### src/hbfp_pkg.sv
// Purpose: Constants for the half-bridge fault protection block
// Assumes: 20 MHz hclk, AHB-Lite register access
// Notes: Operation
package hbfp_pkg;
    localparam int NUM_BRIDGES = 12;
    localparam int CLK_HZ = 20_000_000;
    // Overcurrent shutdown filter, in ns
    localparam int OC_FILTER_NS = 20_000;
    localparam int OC_FILTER_CYC = (OC_FILTER_NS * (CLK_HZ / 1_000_000) + 999) / 1000;
    // Open load filter, in ns
    localparam int OL_FILTER_NS = 200_000;
    localparam int OL_FILTER_CYC = (OL_FILTER_NS * (CLK_HZ / 1_000_000) + 999) / 1000;
    // Dead time, in ns
    localparam int DEAD_NS = 1_000;
    localparam int DEAD_CYC = (DEAD_NS * (CLK_HZ / 1_000_000) + 999) / 1000;
    localparam int CNT_W = 16;
    // Register byte addresses
    localparam logic [7:0] ADDR_GSTAT = 8'h00;
    localparam logic [7:0] ADDR_HS_OC = 8'h04;
    localparam logic [7:0] ADDR_LS_OC = 8'h08;
    localparam logic [7:0] ADDR_HS_OL = 8'h0C;
    localparam logic [7:0] ADDR_LS_OL = 8'h10;
    localparam logic [7:0] ADDR_HS_ACT = 8'h14;
    localparam logic [7:0] ADDR_LS_ACT = 8'h18;
    localparam logic [7:0] ADDR_IRQ_EN = 8'h1C;
    localparam logic [7:0] ADDR_IRQ_CLR = 8'h20;
    // Global status bit positions
    localparam int GS_TPW_BIT = 1;
    localparam int GS_TSD_BIT = 2;
    localparam int GS_OV_BIT = 4;
    localparam int GS_UV_BIT = 5;
    localparam int GS_LE_BIT = 6;
    localparam int GS_W = 7;
    localparam logic [1:0] HTRANS_NONSEQ = 2'h2;
endpackage

### src/hbfp_top.sv
// Purpose: Fault supervision, latching and dead time for half bridges
// Assumes: Comparator inputs are asynchronous levels from analog
// Notes: Status flags clear by writing ones to the status offsets
//
// Added by the designer: the register addresses and the AHB-Lite slave port.
`timescale 1ns/10ps
module hbfp_top
    import hbfp_pkg::*;
#(
    parameter int NB = NUM_BRIDGES,
    parameter int OC_CYC = OC_FILTER_CYC,
    parameter int OL_CYC = OL_FILTER_CYC,
    parameter int DT_CYC = DEAD_CYC
) (
    input wire logic hclk,
    input wire logic hresetn,
    input wire logic hsel,
    input wire logic [31:0] haddr,
    input wire logic [1:0] htrans,
    input wire logic hwrite,
    input wire logic [2:0] hsize,
    input wire logic [31:0] hwdata,
    input wire logic hready,
    output logic [31:0] hrdata,
    output logic hreadyout,
    output logic hresp,
    input wire logic [NB-1:0] hs_oc_det,
    input wire logic [NB-1:0] ls_oc_det,
    input wire logic [NB-1:0] hs_ol_det,
    input wire logic [NB-1:0] ls_ol_det,
    input wire logic temp_warn_det,
    input wire logic temp_sd_det,
    input wire logic supply_uv_det,
    input wire logic supply_ov_det,
    output logic [NB-1:0] hs_gate,
    output logic [NB-1:0] ls_gate,
    output logic fault_indicator_low,
    output logic irq
);
    localparam int NI = 4 * NB + 4;

    ////////////////////////////////////////////////////////////////////////////
    // Two-stage synchronisers for all analog detector levels
    logic [NI-1:0] meta_q, sync_q;
    logic [NI-1:0] raw_in;
    assign raw_in = {hs_oc_det, ls_oc_det, hs_ol_det, ls_ol_det,
                     temp_warn_det, temp_sd_det, supply_uv_det, supply_ov_det};
    always_ff @(posedge hclk or negedge hresetn) begin
        if (!hresetn) begin
            meta_q <= '0;
            sync_q <= '0;
        end else begin
            meta_q <= raw_in;
            sync_q <= meta_q;
        end
    end
    logic [NB-1:0] s_hs_oc, s_ls_oc, s_hs_ol, s_ls_ol;
    logic s_tw, s_tsd, s_uv, s_ov;
    assign {s_hs_oc, s_ls_oc, s_hs_ol, s_ls_ol, s_tw, s_tsd, s_uv, s_ov} = sync_q;

    ////////////////////////////////////////////////////////////////////////////
    // Bus address phase capture
    logic wr_pend_q, wr_pend_d, rd_sel;
    logic [7:0] waddr_q, waddr_d;
    logic [31:0] hrdata_q, hrdata_d;
    logic acc;
    assign acc = hsel && hready && (htrans == HTRANS_NONSEQ);
    assign rd_sel = acc && !hwrite;
    logic wr_now;
    assign wr_now = wr_pend_q;

    // Control and status registers
    logic [NB-1:0] hs_act_q, hs_act_d, ls_act_q, ls_act_d;
    logic [NB-1:0] hs_ocf_q, hs_ocf_d, ls_ocf_q, ls_ocf_d;
    logic [NB-1:0] hs_olf_q, hs_olf_d, ls_olf_q, ls_olf_d;
    logic [GS_W-1:0] gs_q, gs_d;
    logic [GS_W-1:0] ien_q, ien_d, ist_q, ist_d;
    logic [NB-1:0] hs_oc_exp, ls_oc_exp, hs_ol_exp, ls_ol_exp;
    logic [GS_W-1:0] gs_set;

    // Clear masks for write-one-to-clear flags
    function automatic logic [NB-1:0] clr_of(input logic [7:0] a, input logic [7:0] tgt,
                                             input logic en, input logic [31:0] d);
        clr_of = (en && a == tgt) ? d[NB-1:0] : '0;
    endfunction

    ////////////////////////////////////////////////////////////////////////////
    // Per-switch filter timers; only activated, running switches count
    logic [CNT_W-1:0] hs_oct_q [NB], hs_oct_d [NB], ls_oct_q [NB], ls_oct_d [NB];
    logic [CNT_W-1:0] hs_olt_q [NB], hs_olt_d [NB], ls_olt_q [NB], ls_olt_d [NB];
    always_comb begin
        for (int i = 0; i < NB; i++) begin
            hs_oct_d[i] = '0;
            ls_oct_d[i] = '0;
            hs_olt_d[i] = '0;
            ls_olt_d[i] = '0;
            hs_oc_exp[i] = 1'b0;
            ls_oc_exp[i] = 1'b0;
            hs_ol_exp[i] = 1'b0;
            ls_ol_exp[i] = 1'b0;
            // High side short to ground, low side short to supply
            if (hs_gate[i] && s_hs_oc[i]) begin
                hs_oct_d[i] = hs_oct_q[i] + 1'b1;
                hs_oc_exp[i] = (hs_oct_q[i] >= CNT_W'(OC_CYC - 1));
            end
            if (ls_gate[i] && s_ls_oc[i]) begin
                ls_oct_d[i] = ls_oct_q[i] + 1'b1;
                ls_oc_exp[i] = (ls_oct_q[i] >= CNT_W'(OC_CYC - 1));
            end
            if (hs_gate[i] && s_hs_ol[i]) begin
                hs_olt_d[i] = hs_olt_q[i] + 1'b1;
                hs_ol_exp[i] = (hs_olt_q[i] >= CNT_W'(OL_CYC - 1));
            end
            if (ls_gate[i] && s_ls_ol[i]) begin
                ls_olt_d[i] = ls_olt_q[i] + 1'b1;
                ls_ol_exp[i] = (ls_olt_q[i] >= CNT_W'(OL_CYC - 1));
            end
        end
    end
    always_ff @(posedge hclk or negedge hresetn) begin
        if (!hresetn) begin
            for (int i = 0; i < NB; i++) begin
                hs_oct_q[i] <= '0;
                ls_oct_q[i] <= '0;
                hs_olt_q[i] <= '0;
                ls_olt_q[i] <= '0;
            end
        end else begin
            hs_oct_q <= hs_oct_d;
            ls_oct_q <= ls_oct_d;
            hs_olt_q <= hs_olt_d;
            ls_olt_q <= ls_olt_d;
        end
    end

    ////////////////////////////////////////////////////////////////////////////
    // Register file and flag latching; set wins over clear
    always_comb begin
        wr_pend_d = acc && hwrite;
        waddr_d = acc ? haddr[7:0] : waddr_q;
        hs_act_d = hs_act_q;
        ls_act_d = ls_act_q;
        ien_d = ien_q;
        if (wr_now && waddr_q == ADDR_HS_ACT) begin
            hs_act_d = hwdata[NB-1:0];
        end
        if (wr_now && waddr_q == ADDR_LS_ACT) begin
            ls_act_d = hwdata[NB-1:0];
        end
        if (wr_now && waddr_q == ADDR_IRQ_EN) begin
            ien_d = hwdata[GS_W-1:0];
        end
        hs_ocf_d = (hs_ocf_q & ~clr_of(waddr_q, ADDR_HS_OC, wr_now, hwdata)) | hs_oc_exp;
        ls_ocf_d = (ls_ocf_q & ~clr_of(waddr_q, ADDR_LS_OC, wr_now, hwdata)) | ls_oc_exp;
        hs_olf_d = (hs_olf_q & ~clr_of(waddr_q, ADDR_HS_OL, wr_now, hwdata)) | hs_ol_exp;
        ls_olf_d = (ls_olf_q & ~clr_of(waddr_q, ADDR_LS_OL, wr_now, hwdata)) | ls_ol_exp;
        gs_set = '0;
        gs_set[GS_TPW_BIT] = s_tw;
        gs_set[GS_TSD_BIT] = s_tsd;
        gs_set[GS_OV_BIT] = s_ov;
        gs_set[GS_UV_BIT] = s_uv;
        gs_set[GS_LE_BIT] = |{hs_oc_exp, ls_oc_exp, hs_ol_exp, ls_ol_exp};
        gs_d = gs_q;
        if (wr_now && waddr_q == ADDR_GSTAT) begin
            gs_d = gs_q & ~hwdata[GS_W-1:0];
        end
        gs_d = gs_d | gs_set;
        // Interrupt status records newly set global events
        ist_d = ist_q;
        if (wr_now && waddr_q == ADDR_IRQ_CLR) begin
            ist_d = ist_q & ~hwdata[GS_W-1:0];
        end
        ist_d = ist_d | (gs_set & ~gs_q);
        hrdata_d = hrdata_q;
        if (rd_sel) begin
            case (haddr[7:0])
                ADDR_GSTAT: hrdata_d = 32'(gs_q);
                ADDR_HS_OC: hrdata_d = 32'(hs_ocf_q);
                ADDR_LS_OC: hrdata_d = 32'(ls_ocf_q);
                ADDR_HS_OL: hrdata_d = 32'(hs_olf_q);
                ADDR_LS_OL: hrdata_d = 32'(ls_olf_q);
                ADDR_HS_ACT: hrdata_d = 32'(hs_act_q);
                ADDR_LS_ACT: hrdata_d = 32'(ls_act_q);
                ADDR_IRQ_EN: hrdata_d = 32'(ien_q);
                default: hrdata_d = 32'h0000_0000;
            endcase
        end
    end
    always_ff @(posedge hclk or negedge hresetn) begin
        if (!hresetn) begin
            wr_pend_q <= 1'b0;
            waddr_q <= 8'h00;
            hrdata_q <= 32'h0000_0000;
            hs_act_q <= '0;
            ls_act_q <= '0;
            hs_ocf_q <= '0;
            ls_ocf_q <= '0;
            hs_olf_q <= '0;
            ls_olf_q <= '0;
            gs_q <= '0;
            ien_q <= '0;
            ist_q <= '0;
        end else begin
            wr_pend_q <= wr_pend_d;
            waddr_q <= waddr_d;
            hrdata_q <= hrdata_d;
            hs_act_q <= hs_act_d;
            ls_act_q <= ls_act_d;
            hs_ocf_q <= hs_ocf_d;
            ls_ocf_q <= ls_ocf_d;
            hs_olf_q <= hs_olf_d;
            ls_olf_q <= ls_olf_d;
            gs_q <= gs_d;
            ien_q <= ien_d;
            ist_q <= ist_d;
        end
    end

    ////////////////////////////////////////////////////////////////////////////
    // Gate drive with fault blocking and dead time
    logic [NB-1:0] hs_req, ls_req, hs_gate_d, ls_gate_d;
    logic [CNT_W-1:0] dt_q [NB], dt_d [NB];
    logic glob_off;
    // Thermal shutdown latched by flag; supply faults follow live level
    assign glob_off = gs_q[GS_TSD_BIT] || s_tsd || s_uv || s_ov;
    always_comb begin
        for (int i = 0; i < NB; i++) begin
            hs_req[i] = hs_act_q[i] && !hs_ocf_q[i] && !hs_oc_exp[i] && !glob_off;
            ls_req[i] = ls_act_q[i] && !ls_ocf_q[i] && !ls_oc_exp[i] && !glob_off;
            if (hs_req[i] && ls_req[i]) begin
                ls_req[i] = 1'b0;
            end
            hs_gate_d[i] = hs_req[i] && hs_gate[i];
            ls_gate_d[i] = ls_req[i] && ls_gate[i];
            dt_d[i] = (dt_q[i] != '0) ? dt_q[i] - 1'b1 : '0;
            if (hs_gate[i] && !hs_req[i] || ls_gate[i] && !ls_req[i]) begin
                dt_d[i] = CNT_W'(DT_CYC);
            end else if (dt_q[i] == '0 && !hs_gate[i] && !ls_gate[i]) begin
                hs_gate_d[i] = hs_req[i];
                ls_gate_d[i] = ls_req[i] && !hs_req[i];
            end
        end
    end
    always_ff @(posedge hclk or negedge hresetn) begin
        if (!hresetn) begin
            hs_gate <= '0;
            ls_gate <= '0;
            fault_indicator_low <= 1'b1;
            irq <= 1'b0;
            for (int i = 0; i < NB; i++) begin
                dt_q[i] <= '0;
            end
        end else begin
            hs_gate <= hs_gate_d;
            ls_gate <= ls_gate_d;
            fault_indicator_low <= ~(|gs_d);
            irq <= |(ist_d & ien_d);
            dt_q <= dt_d;
        end
    end

    assign hreadyout = 1'b1;
    assign hresp = 1'b0;
    assign hrdata = hrdata_q;
endmodule

### config.mk
export PLATFORM = sky130hd
export DESIGN_NAME = hbfp_top
export DESIGN_NICKNAME = d
export VERILOG_FILES = /design/src/hbfp_pkg.sv /design/src/hbfp_top.sv
export SDC_FILE = /design/constraint.sdc
export NUM_CORES = 2
export LEC_CHECK = 0
export BUFFER_PORTS_ARGS = -buffer_cell sky130_fd_sc_hd__clkbuf_2
export CORE_MARGIN = 5
export CORE_UTILIZATION = 55
export CTS_CLUSTER_DIAMETER = 100
export DETAILED_ROUTE_END_ITERATION = 12
export PLACE_DENSITY_LB_ADDON = 0.15
export SLEW_MARGIN = 20
export SYNTH_ARGS = -nofsm -noshare
export SYNTH_HDL_FRONTEND = slang
export SYNTH_SLANG_ARGS = --single-unit
### constraint.sdc
create_clock -name hclk -period 5.1 [get_ports hclk]
set_input_delay 0.51 -clock hclk [delete_from_list [all_inputs] [get_ports hclk]]
set_output_delay 0.51 -clock hclk [all_outputs]
set_load 0.05 [all_outputs]
==> results.txt <==
Resized cells post-CTS: 0
crit-path cells: or4_1 -> or3_1 -> a22o_1 -> or2_1 -> a21oi_1
Synth Area in Compound Gates: 0.05042
largest family of logic cells by synthesized area: simple AND/OR/NAND/NOR gates
multi-input logic area: 23030 sq um
CTS root buffer: clkbuf_16
Flop pwr share: 0.488
P_sw: 5.688 mW
worst-path maximum fanout: 18
clock group share of total power: 0.424
CP Class: reg -> reg
Tightest Pin Transition: 1223 ps
Die Span Y: 323.3 microns
CP startpoint: gs_q[2]
largest net degree at the start of global routing: 153
Vias: 37733
Slew Viols, Final: 0
TritonCTS clock tree: built
H-tree depth: 4
Comb power frac: 0.089
Max Clk Rate: 307.0 MHz
sequential fraction of the synthesis area: 0.5580
status: finished, final reports clean
Post-synth EDFFs: 0
cell area after layout: 60980 sq um
DRC Markers: 0
NumNets Final: 5773
fill count: 8014
Buffers on Ports: 116
Starting Density: 0.5511
Syn Area/Cell: 10.08 sq um
Worst Setup Start Kind: register
DRT Pass-1 Iters: 5
r2r startpoint: gs_q[2]
R2R depth: 5
Longest Clk Path Bufs: 3
Worst Setup EP: dt_q[57]
area leader, netlist: dfrtp_1
delay of the slowest cell on the worst path: 980 ps
setup TNS: 0 ps
Worst Path Required: 5720 ps
CTS clk-pin slew, worst paths: 60 ps
count of cell types in the netlist: 68
Slowest-stage cell, CP: or4_1
Num CTS Buffers: 135
vias in the first global route: 36611
Final Setup Violations: 0
Most used DFF post-synth: dfrtp_1
skew final: 29.85 ps
sequential cell area: 30130 sq um
pwr/cell area: 374.3 nW/um^2
xor/xnor cell area share of the yosys netlist: 0.1195
Post-Synth Simple-Gate Area: 0.2330
Die W: 323.3 microns
max cap viols: 0
sw frac: 0.2492
Internal Pwr Total: 17.13 mW
Hold Vio Cnt, Final: 0
hold slack: 65.68 ps
routed len/inst: 15.62 microns
HP Start: haddr[0]
synthesized flop and latch total: 1204
Hold/Removal Path Class: in -> reg
Worst slew margin: 0.1804
clk sinks: 1204
initial antenna violation count: 8
area post-placement: 55920 sq um
Pleak: 26.23 nW
adder-cell share of the synthesized area: 0.01668
global-route wire length before repair: 182.4 mm
Mapped Cells: 5358
Overflow after GRT: 0
Routability Congestion: 0.8232
Final Cycle Share: 0.6387
antenna-violating nets left: 0
share of layout cells above drive strength 1: 0.07363
# IOs: 186
Core Area: 97990 sq um
P&R area growth vs syn: 12.92%
Yosys top cell area share: 0.5575
synth top area cells: dfrtp_1 56%, xor2_1 7.4%, nor2_1 7.0%
Synth Cell Area: 54000 sq um
clk_lat worst skew: 740 ps
Peak VDD IR: 0.3288 mV
DRT iter0 DRCs: 2526
Total Routed Length: 108.9 mm
Final Total Pwr: 22.82 mW
RSZ-0062 raised after global routing: false
Worst Path Arrival: 3880 ps
fin crit period: 3257 ps
# hold bufs at CTS: 54
R2R setup slack: 1840 ps
mux cell area share after synthesis: 0.004588
Synth warnings: 0
FFs w/ async S/R, synth: 1.000
Hold Path Depth: 2
capturing point of the worst reg2reg path: dt_q[57]
Setup crit end kind: register
Die Footprint: 104500 sq um
Total GRT Usage: 0.2102
Vias/cell: 5.412
Rows: 115
Setup Fix Bufs, Post-CTS: 0
DP HPWL: 72.05 mm
-- kinds of logic (layout without fill, tap and decap cells) --
kind of cell,after synthesis,count (layout)
AND/OR/NAND/NOR,2658,2658
AO/OA/AOI/OAI,449,449
flip-flops,1204,1204
other,2,30
adder cells (fa/ha/maj),72,72
XOR/XNOR,737,737
multiplexers,22,22
buffers and inverters,214,513
-- critical path, delay by kind of cell (launching register included) --
kind	cells	cell delay (ps)
compound gates	2	540
flops	1	430
simple gates	3	2180
-- worst min path at each step --
stage	to	slack, ps
after floorplan	dt_q[0]	210
after global routing	waddr_q[0]	40
after global placement	sync_q[20]	330
after CTS	waddr_q[0]	6
final	waddr_q[0]	70
after detailed placement	sync_q[44]	330
-- placed cells by master, fill, tap and decap left out, types with 20 or more instances in the layout --
cell           Yosys  final
a21o_1            25     25
a21oi_1          142    142
a22oi_1           30     30
and3_1           189    189
and4_1            30     30
clkbuf_1          96     22
clkbuf_16          0    140
clkbuf_2           0    115
clkbuf_8           0     36
clkinv_2           0     20
conb_1             2     22
dfrtp_1         1203   1203
dlygate4sd3_1      0     54
ha_1              72     72
inv_1             84     84
mux2_2            22     22
nand2_1          527    527
nand2b_1          22     22
nand3_1          302    302
nand4_1          103    103
nor2_1          1014   1014
nor2b_1           29     29
nor3_1           116    111
nor4_1            86     85
o21ai_0          141    141
or3_1            117    117
or4_1             25     25
xnor2_1          280    280
xor2_1           457    457
-- registers in the layout (all words and copies together), names as in the netlist, 8 cells and up --
| name | flops |
|---|---|
| hrdata | 12 |
| hs_olt_q | 192 |
| ls_act_q | 12 |
| ls_olf_q | 12 |
| sync_q | 52 |
| hs_olf_q | 12 |
| hs_ocf_q | 12 |
| waddr_q | 8 |
| dt_q | 192 |
| ls_ocf_q | 12 |
| hs_act_q | 12 |
| ls_gate | 12 |
| ls_oct_q | 192 |
| meta_q | 52 |
| hs_gate | 12 |
| hs_oct_q | 192 |
| ls_olt_q | 192 |
-- cell type report --
cell class / instances / share of cell area
Sequential cell: 1204 / 0.4941
Multi-Input combinational cell: 3960 / 0.3777
Clock buffer: 198 / 0.06693
Tap cell: 1287 / 0.02641
Timing Repair Buffer: 190 / 0.02253
Clock inverter: 41 / 0.006853
Inverter: 84 / 0.005171
Antenna cell: 8 / 0.0003283
-- Yosys cell counts (7+ instances only) --
library cell	count
nor4_1	86
nor2_4	16
clkbuf_1	96
nand2_1	527
or4_1	25
mux2_2	22
or3_1	117
a221oi_1	11
and4_1	30
nand2b_1	22
o21ai_0	141
nand3b_1	13
ha_1	72
nor3b_1	15
nand4_1	103
or2_2	7
nor2b_1	29
a22o_1	15
nor3_1	116
and3_1	189
a22oi_1	30
and2_1	18
dfrtp_1	1203
a211o_1	8
a31oi_1	13
o2111ai_1	7
nor2_1	1014
nand3_1	302
a21o_1	25
xnor2_1	280
buf_4	23
o21bai_1	13
a21oi_1	142
inv_1	84
xor2_1	457
-- per-layer routing --
layer	global-route usage	vias to the layer above	part of all wire
li1	-	18551	-
met1	0.3088	18414	0.48
met2	0.3216	580	0.44
met3	0.03967	188	0.049
met4	0.06388	0	0.026
met5	0	-	0
-- metrics by stage --
step	instances	setup slack, ps	util
after floorplan	5378	2633	-
after global placement	6671	1847	0.5706
after detailed placement	6671	1812	0.5707
after CTS	6964	1796	0.6221
after global routing	6966	1645	0.6222
final	6972	1843	0.6223
-- power groups by stage --
stage          Combinational, mW  Sequential (mW)  Clock, mW
5_1_grt                     2.35             11.3       10.3
3_3_place_gp                1.96             11.3          0
6_report                    2.02             11.1       9.67
2_1_floorplan               1.54             11.1          0
4_1_cts                     2.06             11.1       9.95
3_5_place_dp                2.02             11.3          0
(Power assumes the default switching activity.)
